[config.mk]
export PLATFORM = sky130hd
export DESIGN_NAME = bci_board_ctrl
export DESIGN_NICKNAME = d
export VERILOG_FILES = /design/src/bci_pkg.sv /design/src/bci_step_timer.sv /design/src/bci_board_ctrl.sv
export VERILOG_INCLUDE_DIRS = /design/src
export SDC_FILE = /design/constraint.sdc
export NUM_CORES = 1
export LEC_CHECK = 0
export ABC_AREA = 1
export BUFFER_PORTS_ARGS = -buffer_cell sky130_fd_sc_hd__buf_2
export CAP_MARGIN = 5
export CORE_ASPECT_RATIO = 1.75
export CORE_MARGIN = 10
export CORE_UTILIZATION = 54
export DETAILED_ROUTE_END_ITERATION = 10
export MAX_ROUTING_LAYER = met4
export PLACE_DENSITY_LB_ADDON = 0.12
export SYNTH_ARGS = -nofsm -noshare
export SYNTH_HDL_FRONTEND = slang
export SYNTH_SLANG_ARGS = --single-unit
export TNS_END_PERCENT = 20
[constraint.sdc]
create_clock -name clk -period 3.9 [get_ports clk]
set_input_delay 0.195 -clock clk [delete_from_list [all_inputs] [get_ports clk]]
set_output_delay 0.195 -clock clk [all_outputs]
set_load 0.01 [all_outputs]
[src/bci_defs.svh]
// Offsets, field positions, reset values and step times of the board control
`ifndef BCI_DEFS_SVH
`define BCI_DEFS_SVH

// Board control register location in the local register space
`define BCI_BOARD_CTRL_OFS 5'h00
`define BCI_RESET_VAL 32'h041387C1
// Bits that are stored plainly on a write (modes, sizes, enables, selects)
`define BCI_PLAIN_MASK 32'h038FFFDF

// Field positions
`define BCI_MODE_MSB 2
`define BCI_MODE_LSB 0
`define BCI_LOOP_MSB 4
`define BCI_LOOP_LSB 3
`define BCI_CALFAIL 5
`define BCI_OFSBIN 6
`define BCI_DEPTH_MSB 10
`define BCI_DEPTH_LSB 7
`define BCI_BUFCLR 11
`define BCI_CHCNT_MSB 17
`define BCI_CHCNT_LSB 15
`define BCI_OUTEN 18
`define BCI_STBEN 19
`define BCI_EMPTY 20
`define BCI_HALF 21
`define BCI_FULL 22
`define BCI_IRQSEL_MSB 25
`define BCI_IRQSEL_LSB 23
`define BCI_IRQFLAG 26
`define BCI_CALM_MSB 28
`define BCI_CALM_LSB 27
`define BCI_STROBE 29
`define BCI_TRIG 30
`define BCI_INIT 31

// Input mode codes
`define BCI_MODE_SE_CONT 3'h0
`define BCI_MODE_SE_BURST 3'h1
`define BCI_MODE_DI_CONT 3'h2
`define BCI_MODE_DI_BURST 3'h3
`define BCI_MODE_LOOP 3'h4
`define BCI_MODE_VREF 3'h5
`define BCI_MODE_RSVD 3'h6
`define BCI_MODE_ZERO 3'h7

// Step times and clock rate
`define BCI_CLK_KHZ 200000
`define BCI_BUS_CFG_MS 3
`define BCI_LOGIC_CFG_MS 300
`define BCI_INIT_MS 3

`endif

[src/bci_pkg.sv]
// Types shared by the board control and init sequencer
package bci_pkg;

  // Power-up and reinit sequencer states
  typedef enum logic [2:0] {
    BCI_ST_CFG_LOAD = 3'b000,
    BCI_ST_LOGIC_CFG = 3'b001,
    BCI_ST_INIT = 3'b010,
    BCI_ST_READY = 3'b011
  } bci_state_t;

  // Step code shown to the ROM loader
  typedef enum logic [1:0] {
    BCI_STEP_BUS_CFG = 2'b00,
    BCI_STEP_LOGIC_CFG = 2'b01,
    BCI_STEP_INIT = 2'b10
  } bci_step_t;

endpackage

[src/bci_step_timer.sv]
// Down counter that bounds the length of one sequencer step
`timescale 1ns/10ps
module bci_step_timer
  import bci_pkg::*;
(
  input wire logic clk, // System clock
  input wire logic sys_rst, // Async reset, high
  input wire logic start, // Load and run
  input wire logic [31:0] load_val, // Cycles until expiry
  output logic expired_q // One-cycle expiry pulse
);

  logic [31:0] count_q;
  logic run_q;

  // A new start always wins, so a stale count never leaks into a new step
  always_ff @(posedge clk or posedge sys_rst) begin
    if (sys_rst) begin
      count_q <= 32'h0000_0000;
      run_q <= 1'b0;
      expired_q <= 1'b0;
    end else begin
      expired_q <= 1'b0;
      if (start) begin
        count_q <= load_val;
        run_q <= 1'b1;
      end else if (run_q) begin
        if (count_q <= 32'h0000_0001) begin
          expired_q <= 1'b1;
          run_q <= 1'b0;
        end else begin
          count_q <= count_q - 32'h0000_0001;
        end
      end
    end
  end

endmodule

[src/bci_board_ctrl.sv]
// Board control register and power-up / reinit sequencer
`timescale 1ns/10ps
`include "bci_defs.svh"

// Behaviour
// Mode field bits 2:0 picks input wiring or selftest; resets single-ended burst.
// Bits 4:3 pick loopback output channel; reset to channel zero.
// Bit 5 read-only calibration fail flag; low after init.
// Bit 6 selects offset binary when set; resets set.
// Bits 10:7 set input buffer depth; reset all ones.
// Bit 11 empties and holds buffer disabled; software clears it; resets low.
// Bits 17:15 give active channels minus one; reset seven.
// Bit 18 connects analog outputs; reset disconnected.
// Bit 19 makes outputs update only on strobe; reset disabled.
// Bits 20 to 22 show buffer empty, half, full; empty after init.
// Bits 25:23 select interrupt source; reset zero.
// Device sets bit 26 on interrupt; host clears it by writing low.
// Bits 28:27 calibration mode; normal default; clear when calibration completes.
// Writing bit 29 strobes outputs; clears itself when strobe finishes.
// Bit 30 starts one conversion, only in burst modes; self-clears.
// Five upper command bits return to zero by hardware when done.
// After bus reset: bus config 3 ms, logic config 300 ms, init 3 ms.
// Power-up configuration ends with bus interrupts disabled.
// Host waits for interrupts enabled and init-complete request before access.
// Bit 31 reinitializes logic only, within 3 ms, then self-clears.
// Reinit loads calibration, empties buffer, raises request, restores defaults.
// Bus accesses answered with retry until bus config is loaded.
// Whole register takes 0x041387C1 on initialization.
// Register sits at offset zero, 32-bit read and write.
// Mode codes: 0,1 single-ended, 2,3 differential, 4,5,7 tests, 6 reserved.
module bci_board_ctrl
  import bci_pkg::*;
#(
  parameter int unsigned BUS_CFG_CYC = `BCI_BUS_CFG_MS * `BCI_CLK_KHZ,
  parameter int unsigned LOGIC_CFG_CYC = `BCI_LOGIC_CFG_MS * `BCI_CLK_KHZ,
  parameter int unsigned INIT_CYC = `BCI_INIT_MS * `BCI_CLK_KHZ
)
(
  input wire logic clk, // 200 MHz system clock
  input wire logic sys_rst, // Async reset, high
  input wire logic host_rst_in, // Host bus reset pin, high
  input wire logic bus_req, // Local register access strobe
  input wire logic bus_wr, // Write when high
  input wire logic [4:0] bus_addr, // Byte offset
  input wire logic [31:0] bus_wdata, // Write data
  output logic [31:0] bus_rdata_q, // Read data
  output logic bus_ack_q, // Access done
  output logic bus_retry_q, // Access must be retried
  input wire logic bus_irq_en_set, // Host enables bus interrupts
  input wire logic bus_irq_en_clr, // Host disables bus interrupts
  input wire logic [7:0] irq_cond, // Interrupt condition events
  input wire logic cal_done, // Calibration finished
  input wire logic cal_fail, // Result with cal_done
  input wire logic strobe_done, // Output strobe finished
  input wire logic conv_done, // Burst conversion finished
  input wire logic step_done, // ROM loader finished a step
  input wire logic buf_empty, // Input buffer empty
  input wire logic buf_half, // Input buffer half full
  input wire logic buf_full, // Input buffer full
  output logic [2:0] input_mode_sel_q, // Input mode
  output logic [1:0] loopback_chan_q, // Loopback channel
  output logic offset_binary_q, // Data coding
  output logic [3:0] buffer_depth_q, // Buffer depth code
  output logic buf_flush_q, // Empty and disable buffer
  output logic [2:0] active_chan_count_q, // Channels minus one
  output logic out_enable_q, // Outputs to connector
  output logic out_strobe_en_q, // Strobed output update
  output logic [2:0] irq_source_sel_q, // Interrupt source
  output logic [1:0] calib_mode_q, // Calibration mode
  output logic burst_mode_q, // Burst mode active
  output logic strobe_go_q, // Software strobe pulse
  output logic conv_go_q, // Conversion start pulse
  output logic [1:0] rom_step_q, // Current ROM step
  output logic rom_go_q, // Step start pulse
  output logic init_busy_q, // Sequencer not ready
  output logic bus_irq_en_q, // Bus interrupts enabled
  output logic irq_req_q // Interrupt request
);

  // Burst modes take software triggers
  function automatic logic is_burst(input logic [2:0] m);
    is_burst = (m == `BCI_MODE_SE_BURST) || (m == `BCI_MODE_DI_BURST) ||
               (m == `BCI_MODE_LOOP) || (m == `BCI_MODE_VREF) ||
               (m == `BCI_MODE_ZERO);
  endfunction

  logic hr_s1_q;
  logic hr_s2_q;
  bci_state_t state_q;
  bci_state_t state_d;
  logic armed_q;
  logic step_start;
  logic adv;
  logic tmr_exp;
  logic [31:0] tmr_load;
  logic [31:0] ctrl_q;
  logic [31:0] rd_val;
  logic reg_hit;
  logic wr_hit;
  logic init_wr;
  logic irq_set;

  // Host reset arrives from outside the clock domain
  always_ff @(posedge clk or posedge sys_rst) begin
    if (sys_rst) begin
      hr_s1_q <= 1'b0;
      hr_s2_q <= 1'b0;
    end else begin
      hr_s1_q <= host_rst_in;
      hr_s2_q <= hr_s1_q;
    end
  end

  // Access decode
  assign reg_hit = bus_req && (bus_addr == `BCI_BOARD_CTRL_OFS);
  assign wr_hit = reg_hit && bus_wr && (state_q == BCI_ST_READY);
  assign init_wr = wr_hit && bus_wdata[`BCI_INIT];
  assign irq_set = irq_cond[ctrl_q[`BCI_IRQSEL_MSB:`BCI_IRQSEL_LSB]];
  assign adv = armed_q && (step_done || tmr_exp);

  // Sequencer: each step ends on loader done or at its longest time
  always_comb begin
    state_d = state_q;
    step_start = 1'b0;
    case (state_q)
      BCI_ST_CFG_LOAD: begin
        if (!armed_q) begin
          step_start = 1'b1;
        end else if (adv) begin
          state_d = BCI_ST_LOGIC_CFG;
          step_start = 1'b1;
        end
      end
      BCI_ST_LOGIC_CFG: begin
        if (adv) begin
          state_d = BCI_ST_INIT;
          step_start = 1'b1;
        end
      end
      BCI_ST_INIT: begin
        if (adv) begin
          state_d = BCI_ST_READY;
        end
      end
      BCI_ST_READY: begin
        if (init_wr) begin
          state_d = BCI_ST_INIT;
          step_start = 1'b1;
        end
      end
      default: begin
        state_d = BCI_ST_CFG_LOAD;
      end
    endcase
    // Bus reset holds the whole sequence at its first step
    if (hr_s2_q) begin
      state_d = BCI_ST_CFG_LOAD;
      step_start = 1'b0;
    end
  end

  // Step time limit for the step being entered
  always_comb begin
    case (state_d)
      BCI_ST_LOGIC_CFG: tmr_load = LOGIC_CFG_CYC[31:0];
      BCI_ST_INIT: tmr_load = INIT_CYC[31:0];
      default: tmr_load = BUS_CFG_CYC[31:0];
    endcase
  end

  bci_step_timer u_timer (
    .clk(clk),
    .sys_rst(sys_rst),
    .start(step_start),
    .load_val(tmr_load),
    .expired_q(tmr_exp)
  );

  // Sequencer state and arming
  always_ff @(posedge clk or posedge sys_rst) begin
    if (sys_rst) begin
      state_q <= BCI_ST_CFG_LOAD;
      armed_q <= 1'b0;
    end else begin
      state_q <= state_d;
      if (hr_s2_q) begin
        armed_q <= 1'b0;
      end else if (step_start) begin
        armed_q <= 1'b1;
      end else if (adv) begin
        armed_q <= 1'b0;
      end
    end
  end

  // ROM loader step requests
  always_ff @(posedge clk or posedge sys_rst) begin
    if (sys_rst) begin
      rom_step_q <= BCI_STEP_BUS_CFG;
      rom_go_q <= 1'b0;
      init_busy_q <= 1'b1;
    end else begin
      rom_go_q <= step_start;
      init_busy_q <= (state_d != BCI_ST_READY);
      // Host reset shows the first step at once, not the stale last one
      if (hr_s2_q) begin
        rom_step_q <= BCI_STEP_BUS_CFG;
      end else if (step_start) begin
        case (state_d)
          BCI_ST_LOGIC_CFG: rom_step_q <= BCI_STEP_LOGIC_CFG;
          BCI_ST_INIT: rom_step_q <= BCI_STEP_INIT;
          default: rom_step_q <= BCI_STEP_BUS_CFG;
        endcase
      end
    end
  end

  // Control register; hardware sets win over software clears
  always_ff @(posedge clk or posedge sys_rst) begin
    if (sys_rst) begin
      ctrl_q <= `BCI_RESET_VAL;
    end else if (step_start && (state_d == BCI_ST_INIT)) begin
      // Defaults invoked at init start, with the request raised
      ctrl_q <= `BCI_RESET_VAL; // see
      ctrl_q[`BCI_INIT] <= (state_q == BCI_ST_READY);
    end else begin
      // Plain fields written only once the sequence is done
      if (wr_hit) begin
        ctrl_q <= (bus_wdata & `BCI_PLAIN_MASK) |
                  (ctrl_q & ~`BCI_PLAIN_MASK); // see
        ctrl_q[`BCI_CALM_MSB:`BCI_CALM_LSB] <=
          bus_wdata[`BCI_CALM_MSB:`BCI_CALM_LSB];
      end
      ctrl_q[`BCI_EMPTY] <= 1'b0;
      ctrl_q[`BCI_HALF] <= 1'b0;
      ctrl_q[`BCI_FULL] <= 1'b0;
      // Calibration result and automatic return to normal mode
      if (cal_done) begin
        ctrl_q[`BCI_CALFAIL] <= cal_fail;
        if (!(wr_hit &&
            (bus_wdata[`BCI_CALM_MSB:`BCI_CALM_LSB] != 2'h0))) begin
          ctrl_q[`BCI_CALM_MSB:`BCI_CALM_LSB] <= 2'h0; // see
        end
      end
      // Request flag: event beats a same-cycle software clear
      if (irq_set) begin
        ctrl_q[`BCI_IRQFLAG] <= 1'b1;
      end else if (wr_hit && !bus_wdata[`BCI_IRQFLAG]) begin
        ctrl_q[`BCI_IRQFLAG] <= 1'b0;
      end
      // Software strobe; a write while one is pending starts no new strobe pulse
      if (wr_hit && bus_wdata[`BCI_STROBE]) begin
        ctrl_q[`BCI_STROBE] <= 1'b1;
      end else if (strobe_done) begin
        ctrl_q[`BCI_STROBE] <= 1'b0; // see
      end
      // Trigger accepted only in a burst mode
      if (wr_hit && bus_wdata[`BCI_TRIG] &&
          is_burst(ctrl_q[`BCI_MODE_MSB:`BCI_MODE_LSB])) begin
        ctrl_q[`BCI_TRIG] <= 1'b1;
      end else if (conv_done) begin
        ctrl_q[`BCI_TRIG] <= 1'b0; // see
      end
      // Init bit drops when the init step ends
      if ((state_q == BCI_ST_INIT) && adv) begin
        ctrl_q[`BCI_INIT] <= 1'b0; // see
      end
    end
  end

  // Command pulses on the rising edge of the strobe and trigger bits
  always_ff @(posedge clk or posedge sys_rst) begin
    if (sys_rst) begin
      strobe_go_q <= 1'b0;
      conv_go_q <= 1'b0;
    end else begin
      strobe_go_q <= wr_hit && bus_wdata[`BCI_STROBE] &&
                     !ctrl_q[`BCI_STROBE];
      conv_go_q <= wr_hit && bus_wdata[`BCI_TRIG] && !ctrl_q[`BCI_TRIG] &&
                   is_burst(ctrl_q[`BCI_MODE_MSB:`BCI_MODE_LSB]);
    end
  end

  // Status bits come live from the buffer
  always_comb begin
    rd_val = ctrl_q;
    rd_val[`BCI_EMPTY] = buf_empty;
    rd_val[`BCI_HALF] = buf_half;
    rd_val[`BCI_FULL] = buf_full;
  end

  // Bus answer one cycle after the strobe; retry until bus config loads
  always_ff @(posedge clk or posedge sys_rst) begin
    if (sys_rst) begin
      bus_ack_q <= 1'b0;
      bus_retry_q <= 1'b0;
      bus_rdata_q <= 32'h0000_0000;
    end else begin
      bus_ack_q <= 1'b0;
      bus_retry_q <= 1'b0;
      if (bus_req && (hr_s2_q || (state_q == BCI_ST_CFG_LOAD))) begin
        bus_retry_q <= 1'b1;
      end else if (reg_hit) begin
        bus_ack_q <= 1'b1;
        bus_rdata_q <= bus_wr ? bus_rdata_q : rd_val;
      end
    end
  end

  // Bus interrupt enable is forced off while configuring
  always_ff @(posedge clk or posedge sys_rst) begin
    if (sys_rst) begin
      bus_irq_en_q <= 1'b0;
      irq_req_q <= 1'b0;
    end else begin
      if (hr_s2_q || (state_q == BCI_ST_CFG_LOAD) ||
          (state_q == BCI_ST_LOGIC_CFG)) begin
        bus_irq_en_q <= 1'b0;
      end else if (bus_irq_en_set) begin
        bus_irq_en_q <= 1'b1;
      end else if (bus_irq_en_clr) begin
        bus_irq_en_q <= 1'b0;
      end
      irq_req_q <= ctrl_q[`BCI_IRQFLAG] && bus_irq_en_q;
    end
  end

  // Buffer held empty by software or through init
  always_ff @(posedge clk or posedge sys_rst) begin
    if (sys_rst) begin
      buf_flush_q <= 1'b1;
      burst_mode_q <= 1'b1;
    end else begin
      buf_flush_q <= ctrl_q[`BCI_BUFCLR] ||
                     (state_q != BCI_ST_READY); // see
      burst_mode_q <= is_burst(ctrl_q[`BCI_MODE_MSB:`BCI_MODE_LSB]);
    end
  end

  // Field outputs taken straight from the register flops
  assign input_mode_sel_q = ctrl_q[`BCI_MODE_MSB:`BCI_MODE_LSB];
  assign loopback_chan_q = ctrl_q[`BCI_LOOP_MSB:`BCI_LOOP_LSB];
  assign offset_binary_q = ctrl_q[`BCI_OFSBIN];
  assign buffer_depth_q = ctrl_q[`BCI_DEPTH_MSB:`BCI_DEPTH_LSB];
  assign active_chan_count_q = ctrl_q[`BCI_CHCNT_MSB:`BCI_CHCNT_LSB];
  assign out_enable_q = ctrl_q[`BCI_OUTEN];
  assign out_strobe_en_q = ctrl_q[`BCI_STBEN];
  assign irq_source_sel_q = ctrl_q[`BCI_IRQSEL_MSB:`BCI_IRQSEL_LSB];
  assign calib_mode_q = ctrl_q[`BCI_CALM_MSB:`BCI_CALM_LSB];

endmodule

* Word-level counts from Yosys, hierarchy flattened *
Cells that the tools add are included.

operators by class
  $add $sub $neg = 1
  magnitude comparators = 2
  equality and inequality tests = 13
  mux-type cells = 48
  bitwise gates (word level) = 3
  reductions and logical operators = 43

operator list
  cell                                                                                count
  32-bit two-way mux                                                                  5
  32-bit by 1-bit less-or-equal comparator with 1-bit output (second input constant)  1
  26-bit by 32-bit OR with 32-bit output                                              1
  32-bit by 1-bit subtractor with 32-bit output (second input constant)               1
  1-bit two-way mux                                                                   28
  26-bit two-way mux                                                                  1
  3-bit two-way mux                                                                   6
  1-bit logical AND                                                                   17
  3-bit by 2-bit == test with 1-bit output (second input constant)                    4
  3-bit case mux with 4 select lines                                                  1
  3-bit nonzero test                                                                  4
  4-bit nonzero test                                                                  3
  3-bit by 1-bit == test with 1-bit output (second input constant)                    3
  3-bit == test (second input constant)                                               3
  1-bit logical OR                                                                    8
  2-bit two-way mux                                                                   4
  2-bit nonzero test                                                                  4
  3-bit by 2-bit inequality test with 1-bit output (second input constant)            2
  5-bit zero test                                                                     1
  3-bit by 4-bit less-than comparator with 1-bit output (second input constant)       1
  2-bit case mux with 2 select lines                                                  1
  1-bit binary-select mux with 3-bit select                                           1
  1-bit zero test                                                                     3
  3-bit zero test                                                                     1
  5 further kinds                                                                     6

word-level totals
  bits in registers = 116
  input port bits = 60
  output and inout bits = 64
  word-level logic and storage cells = 136

* Depth between registers and ports, before layout *
  depth after elaboration = 12
  gate-level depth with buffers = 12
  depth with buffers taken out = 12

* By module *
A second synthesis with hierarchy kept.

second synthesis, totals
  cells, all modules = 761
  area, all modules = 6048.3 um2

by module, submodules not included
  module          times used  cells an instance  area an instance (um2)  sequential area each (um2)
  bci_board_ctrl  1           387                3538.4                  1993.2
  bci_step_timer  1           374                2509.9                  850.8

* Least setup slack after synthesis *
Ideal clock, no wire load.

  path type = reg-to-reg
  start = register u_timer.count_q[0]
  end = register u_timer.count_q[27]
  setup time = 0.117 ns
  data arrival time = 1.588 ns
  required time = 3.783 ns
  path slack = 2.195 ns
  cell stages (with the launch flop) = 11
  path buffers = 1
  clock period less this slack = 1.705 ns
  cells stage by stage = dfrtp_1 inv_1 ha_1 nand2_1 nor2_2 nor2_1 o21ai_2 nand2_4 buf_4 nand3_1 nand2_1

on the way
  longest elaborated chain between the ends = 4
  elaborated cells between the ends (all ways) = 7
  those cells by class = add/sub (1); order compare (1); eq/ne (1); mux (3); reduce/logical (1)

RTL lines
  what                                           RTL line              RTL
  from (decl)                                    bci_step_timer.sv:13  logic [31:0] count_q;
  from (signal assigned)                         bci_step_timer.sv:25  count_q <= load_val;
  from (signal assigned)                         bci_step_timer.sv:32  count_q <= count_q - 32'h0000_0001;
  32-bit by 1-bit subtractor with 32-bit output  bci_step_timer.sv:32
  32-bit two-way mux                             bci_step_timer.sv:28  if (count_q <= 32'h0000_0001) begin
  32-bit two-way mux                             bci_step_timer.sv:27  end else if (run_q) begin
  32-bit two-way mux                             bci_step_timer.sv:24  if (start) begin

Several ways; a longest one is shown, not always the timed one. The select of a mux whose other input is x is not followed.
A chain may end at the register's enable or synchronous reset.

* Final worst setup path *
  start = register u_timer.expired_q
  end = register ctrl_q[27]

on the way
  longest elaborated chain between the ends = 9
  elaborated cells between the ends (all ways) = 15
  those cells by class = eq/ne (1); mux (11); reduce/logical (3)

RTL lines
  what                                      RTL line               RTL
  from (decl)                               bci_step_timer.sv:10   output logic expired_q
  from (signal assigned)                    bci_step_timer.sv:21   expired_q <= 1'b0;
  from (signal assigned)                    bci_step_timer.sv:23   expired_q <= 1'b0;
  from (signal assigned)                    bci_step_timer.sv:29   expired_q <= 1'b1;
  1-bit logical OR *                        bci_board_ctrl.sv:119  assign adv = armed_q && (step_done || tmr_exp);
  1-bit logical AND *                       bci_board_ctrl.sv:119
  3-bit two-way mux                         bci_board_ctrl.sv:129  end else if (adv) begin
  3-bit two-way mux                         bci_board_ctrl.sv:127  if (!armed_q) begin
  3-bit case mux with 4 select lines        bci_board_ctrl.sv:125  case (state_q)
  3-bit two-way mux                         bci_board_ctrl.sv:156  if (hr_s2_q) begin
  3-bit by 2-bit == test with 1-bit output  bci_board_ctrl.sv:222  end else if (step_start && (state_d == BCI_ST_INIT)) begin
  1-bit logical AND *                       bci_board_ctrl.sv:222
  32-bit two-way mux *                      bci_board_ctrl.sv:222
  to (signal assigned)                      bci_board_ctrl.sv:221  ctrl_q <= `BCI_RESET_VAL;
  to (signal assigned)                      bci_board_ctrl.sv:224  ctrl_q <= `BCI_RESET_VAL;
  to (signal, indexed assignment)           bci_board_ctrl.sv:225  ctrl_q[`BCI_INIT] <= (state_q == BCI_ST_READY);
  to (decl)                                 bci_board_ctrl.sv:96   logic [31:0] ctrl_q;

Every way passes the cells marked *; elsewhere a longest branch is shown, timed or not.

==> run summary <==
Worst Hold Depth -> 2
Mapped cell area -> 5480 sq um
Async set-reset flop share out of synthesis -> 100%
Setup violations, final -> 0
Worst skew pair latency -> 0.41 ns
Final setup TNS -> 0 ns
HP Start -> cal_done
Clock Tree Buf Depth -> 2
Setup slack, reg-to-reg -> 1.47 ns
Sequential Power Share -> 40.7%
Slowest library cell on the worst path -> dlygate4sd3_1
Worst Path Buf+Inv -> 1
Design Area, Final -> 6660 sq um
First-pass GRT wire length -> 22700 microns
Ratio of cells with drive above 1 in the final layout -> 25.0%
Post-DRT Antenna Nets -> 0
Postcts setup bufs -> 0
Post-detail-place hpwl -> 10100 microns
GP Congestion -> 0.935
Initial DRC Count -> 234
CP Class -> reg2reg
Reg2Reg Depth -> 8
H-Tree Depth -> 4
Fillers -> 845
RSZ-0062 raised after global routing -> false
Syn avg cell area -> 8.51 sq um
Non-Filler Instances -> 895
Clk slew on worst S/H paths -> 0.05 ns
Cell Pwr Density -> 508 nW/um^2
CP required -> 4.25 ns
CP arrival -> 2.78 ns
CP max FO -> 22
Seq/Total Area, Yosys -> 51.9%
Net Sw Power -> 0.000918 W
CTS tree -> built
Initial antenna violation count -> 1
CTS resizes -> 0
Post-synth top flop -> dfrtp_1
CP most frequent cell -> nand2_4
Clk_skew -> 0.00826 ns
Avg WL per Cell -> 15.6 microns
FP Rows -> 48
Status -> finished, final reports clean
Horiz. Die Dim -> 96.2 microns
Internal -> 0.00246 W
Number of flops mapped to enable cells by yosys -> 0
CP endpoint kind -> flop
Port bufs -> 119
Worst slew pin tran -> 0.928 ns
Reported leakage power -> 3.52 nW
Final Util -> 67.2%
CTS Sinks -> 113
CP cell instances -> o21ai_1 > nor2_1 > nor2_4 > nand2_4 > nand2_4 > nand2_2 > o31ai_1 > dlygate4sd3_1
CP Launch Type -> flop
Reg2reg end -> ctrl_q[27]
Max_slew headroom -> 37.9%
Clock share of power -> 44.4%
DRC Markers -> 0
Synth warn -> 0
Vias in the first global route -> 4833
Post-placement cell count -> 856
Largest cells by area after synthesis -> dfrtp_1, nand2_1, nor2_1
Placed cell area -> 6010 sq um
Switching part of the total -> 27.2%
Net Count, Synth -> 706
FMAX -> 412 MHz
WHS Endpoint -> ctrl_q[28]
Count leader, synth -> nand2_1
Hold Violations, Final -> 0
Largest net degree at the start of global routing -> 63
# IOs -> 124
Core area -> 9910 sq um
First-pass iteration count of the detailed router -> 4
Commonest cells in the netlist -> nand2_1, dfrtp_1, nor2_1
Worst r2r src -> u_timer.expired_q
Clock root buffer -> clkbuf_16
Final Net Count -> 818
Final Slew Violations -> 0
GRT Util Overall -> 19.9%
Cells after Synth -> 644
Grt ovf -> 0
Synthesis-to-layout area growth -> 21.5%
HP Class -> in2reg
Chip Height -> 153 microns
Crit path largest cell delay -> 0.57 ns
Comb power frac -> 14.9%
Fin crit period -> 2.43 ns
# Max-Cap Violations -> 0
Post-DR vias/cell -> 5.15
Post-synth cell types -> 38
Vias -> 4611
Cts bufs inserted -> 17
Top cell type's share of synthesized area -> 45.6%
Final Cycle Share -> 62.3%
DRT Wirelength -> 13900 microns
Die area -> 14700 sq um
Max VDD drop -> 352 uV
Worst path top cell family by delay -> simple AND/OR/NAND/NOR gates
Initial Util -> 55.3%
Yosys top cell by area -> dfrtp_1
Synth Register Bits -> 113
[timing repair]
action	4_1_cts	5_1_grt
setup endpoints to repair	0	0
hold buffers	6	0
endpoints found under the hold margin	62	0
[placed cells by master, fill, tap and decap left out, types with 2 or more instances in the layout]
cell,n
clkbuf_16,17
nor3_1,5
clkbuf_8,3
clkinvlp_4,2
xnor2_1,4
nand3_1,40
buf_4,3
o22ai_1,3
dfrtp_1,100
clkinv_2,5
clkbuf_1,2
nor2_4,2
dlygate4sd3_1,6
o31ai_1,2
nand2_4,6
inv_1,55
nand4_1,7
buf_2,119
mux2_1,6
nand2_1,149
ha_1,2
o21ai_1,27
mux2_2,4
o21ai_0,37
dfstp_2,13
inv_2,3
a21oi_1,11
o22a_1,5
nor2_1,92
bufinv_16,2
nor2_2,4
xor2_1,19
nand2_2,2
[layer usage]
layer | routed length, microns | GRT usage [%] | part of all wire (%)
met5 | 0 | - | 0
met4 | 397 | 7.83 | 2.8
met3 | 942 | 5.98 | 6.8
met2 | 7580 | 35.0 | 54
met1 | 5010 | 19.5 | 36
[cell type report]
type / count / area, sq um / share of cell area (%)
multi-input cells: 437 / 2170 / 32.6
clock buffers: 22 / 474 / 7.12
flip-flops and latches: 113 / 2840 / 42.7
well taps: 125 / 156 / 2.35
repair buffers: 128 / 678 / 10.2
diodes: 1 / 2.50 / 0.0376
inverters: 59 / 224 / 3.36
clock inverters: 10 / 109 / 1.63
[power groups by stage]
| stage | Sequential (W) | Combinational [W] | Clock (W) |
|---|---|---|---|
| finish | 0.00138 | 0.000504 | 0.00150 |
| global route | 0.00139 | 0.000582 | 0.00158 |
| detailed placement | 0.00139 | 0.000501 | 0 |
| global placement | 0.00139 | 0.000483 | 0 |
| floorplan | 0.00139 | 0.000332 | 0 |
| CTS | 0.00137 | 0.000508 | 0.00152 |
[cells by family after synthesis]
group           after synthesis  synth area share [%]
flops                       113                  51.9
buf+inv                      94                  8.51
compound gates               90                  9.01
mux                          10                  2.05
fa+ha+maj                     2                 0.456
other cells                   1                0.0684
xor+xnor                     23                  3.67
simple gates                311                  24.3
[worst max-delay path by stage]
stage / endpoint / from / depth (start not counted) / slack [ns]
final: ctrl_q[27] / u_timer.expired_q / 8 / 1.47
after global routing: ctrl_q[27] / u_timer.expired_q / 8 / 1.29
after CTS: ctrl_q[27] / state_q[2] / 9 / 1.46
after detailed placement: u_timer.count_q[26] / u_timer.count_q[0] / 10 / 1.61
after global placement: u_timer.count_q[26] / u_timer.count_q[0] / 10 / 1.68
after floorplan: armed_q / sys_rst / 1 / 0.74
[metrics by stage]
| step | hold WS (ns) | total power (W) | worst slack [ns] |
|---|---|---|---|
| 6_report | 0.0107 | 0.00338 | 1.47 |
| 5_1_grt | 0.00547 | 0.00355 | 1.29 |
| 4_1_cts | 0.00173 | 0.00341 | 1.46 |
| 3_5_place_dp | 0.304 | 0.00189 | 1.61 |
| 3_3_place_gp | 0.303 | 0.00187 | 1.68 |
| 2_1_floorplan | 0.226 | 0.00173 | 0.739 |
[worst reg2reg max path, delay by kind of cell (launching register included)]
family                 cells  cell delay (ns)
AO/OA/AOI/OAI              2             0.59
AND/OR/NAND/NOR            5             0.83
buffers and inverters      1             0.57
flip-flops                 1             0.38
[state kept, by name, indices dropped and copies added (netlist names), 2 cells and up]
| register | cells |
|---|---|
| state_q | 3 |
| ctrl_q | 29 |
| u_timer.count_q | 32 |
| bus_rdata_q | 32 |
| rom_step_q | 2 |
Power figures use the tool's default switching activity.
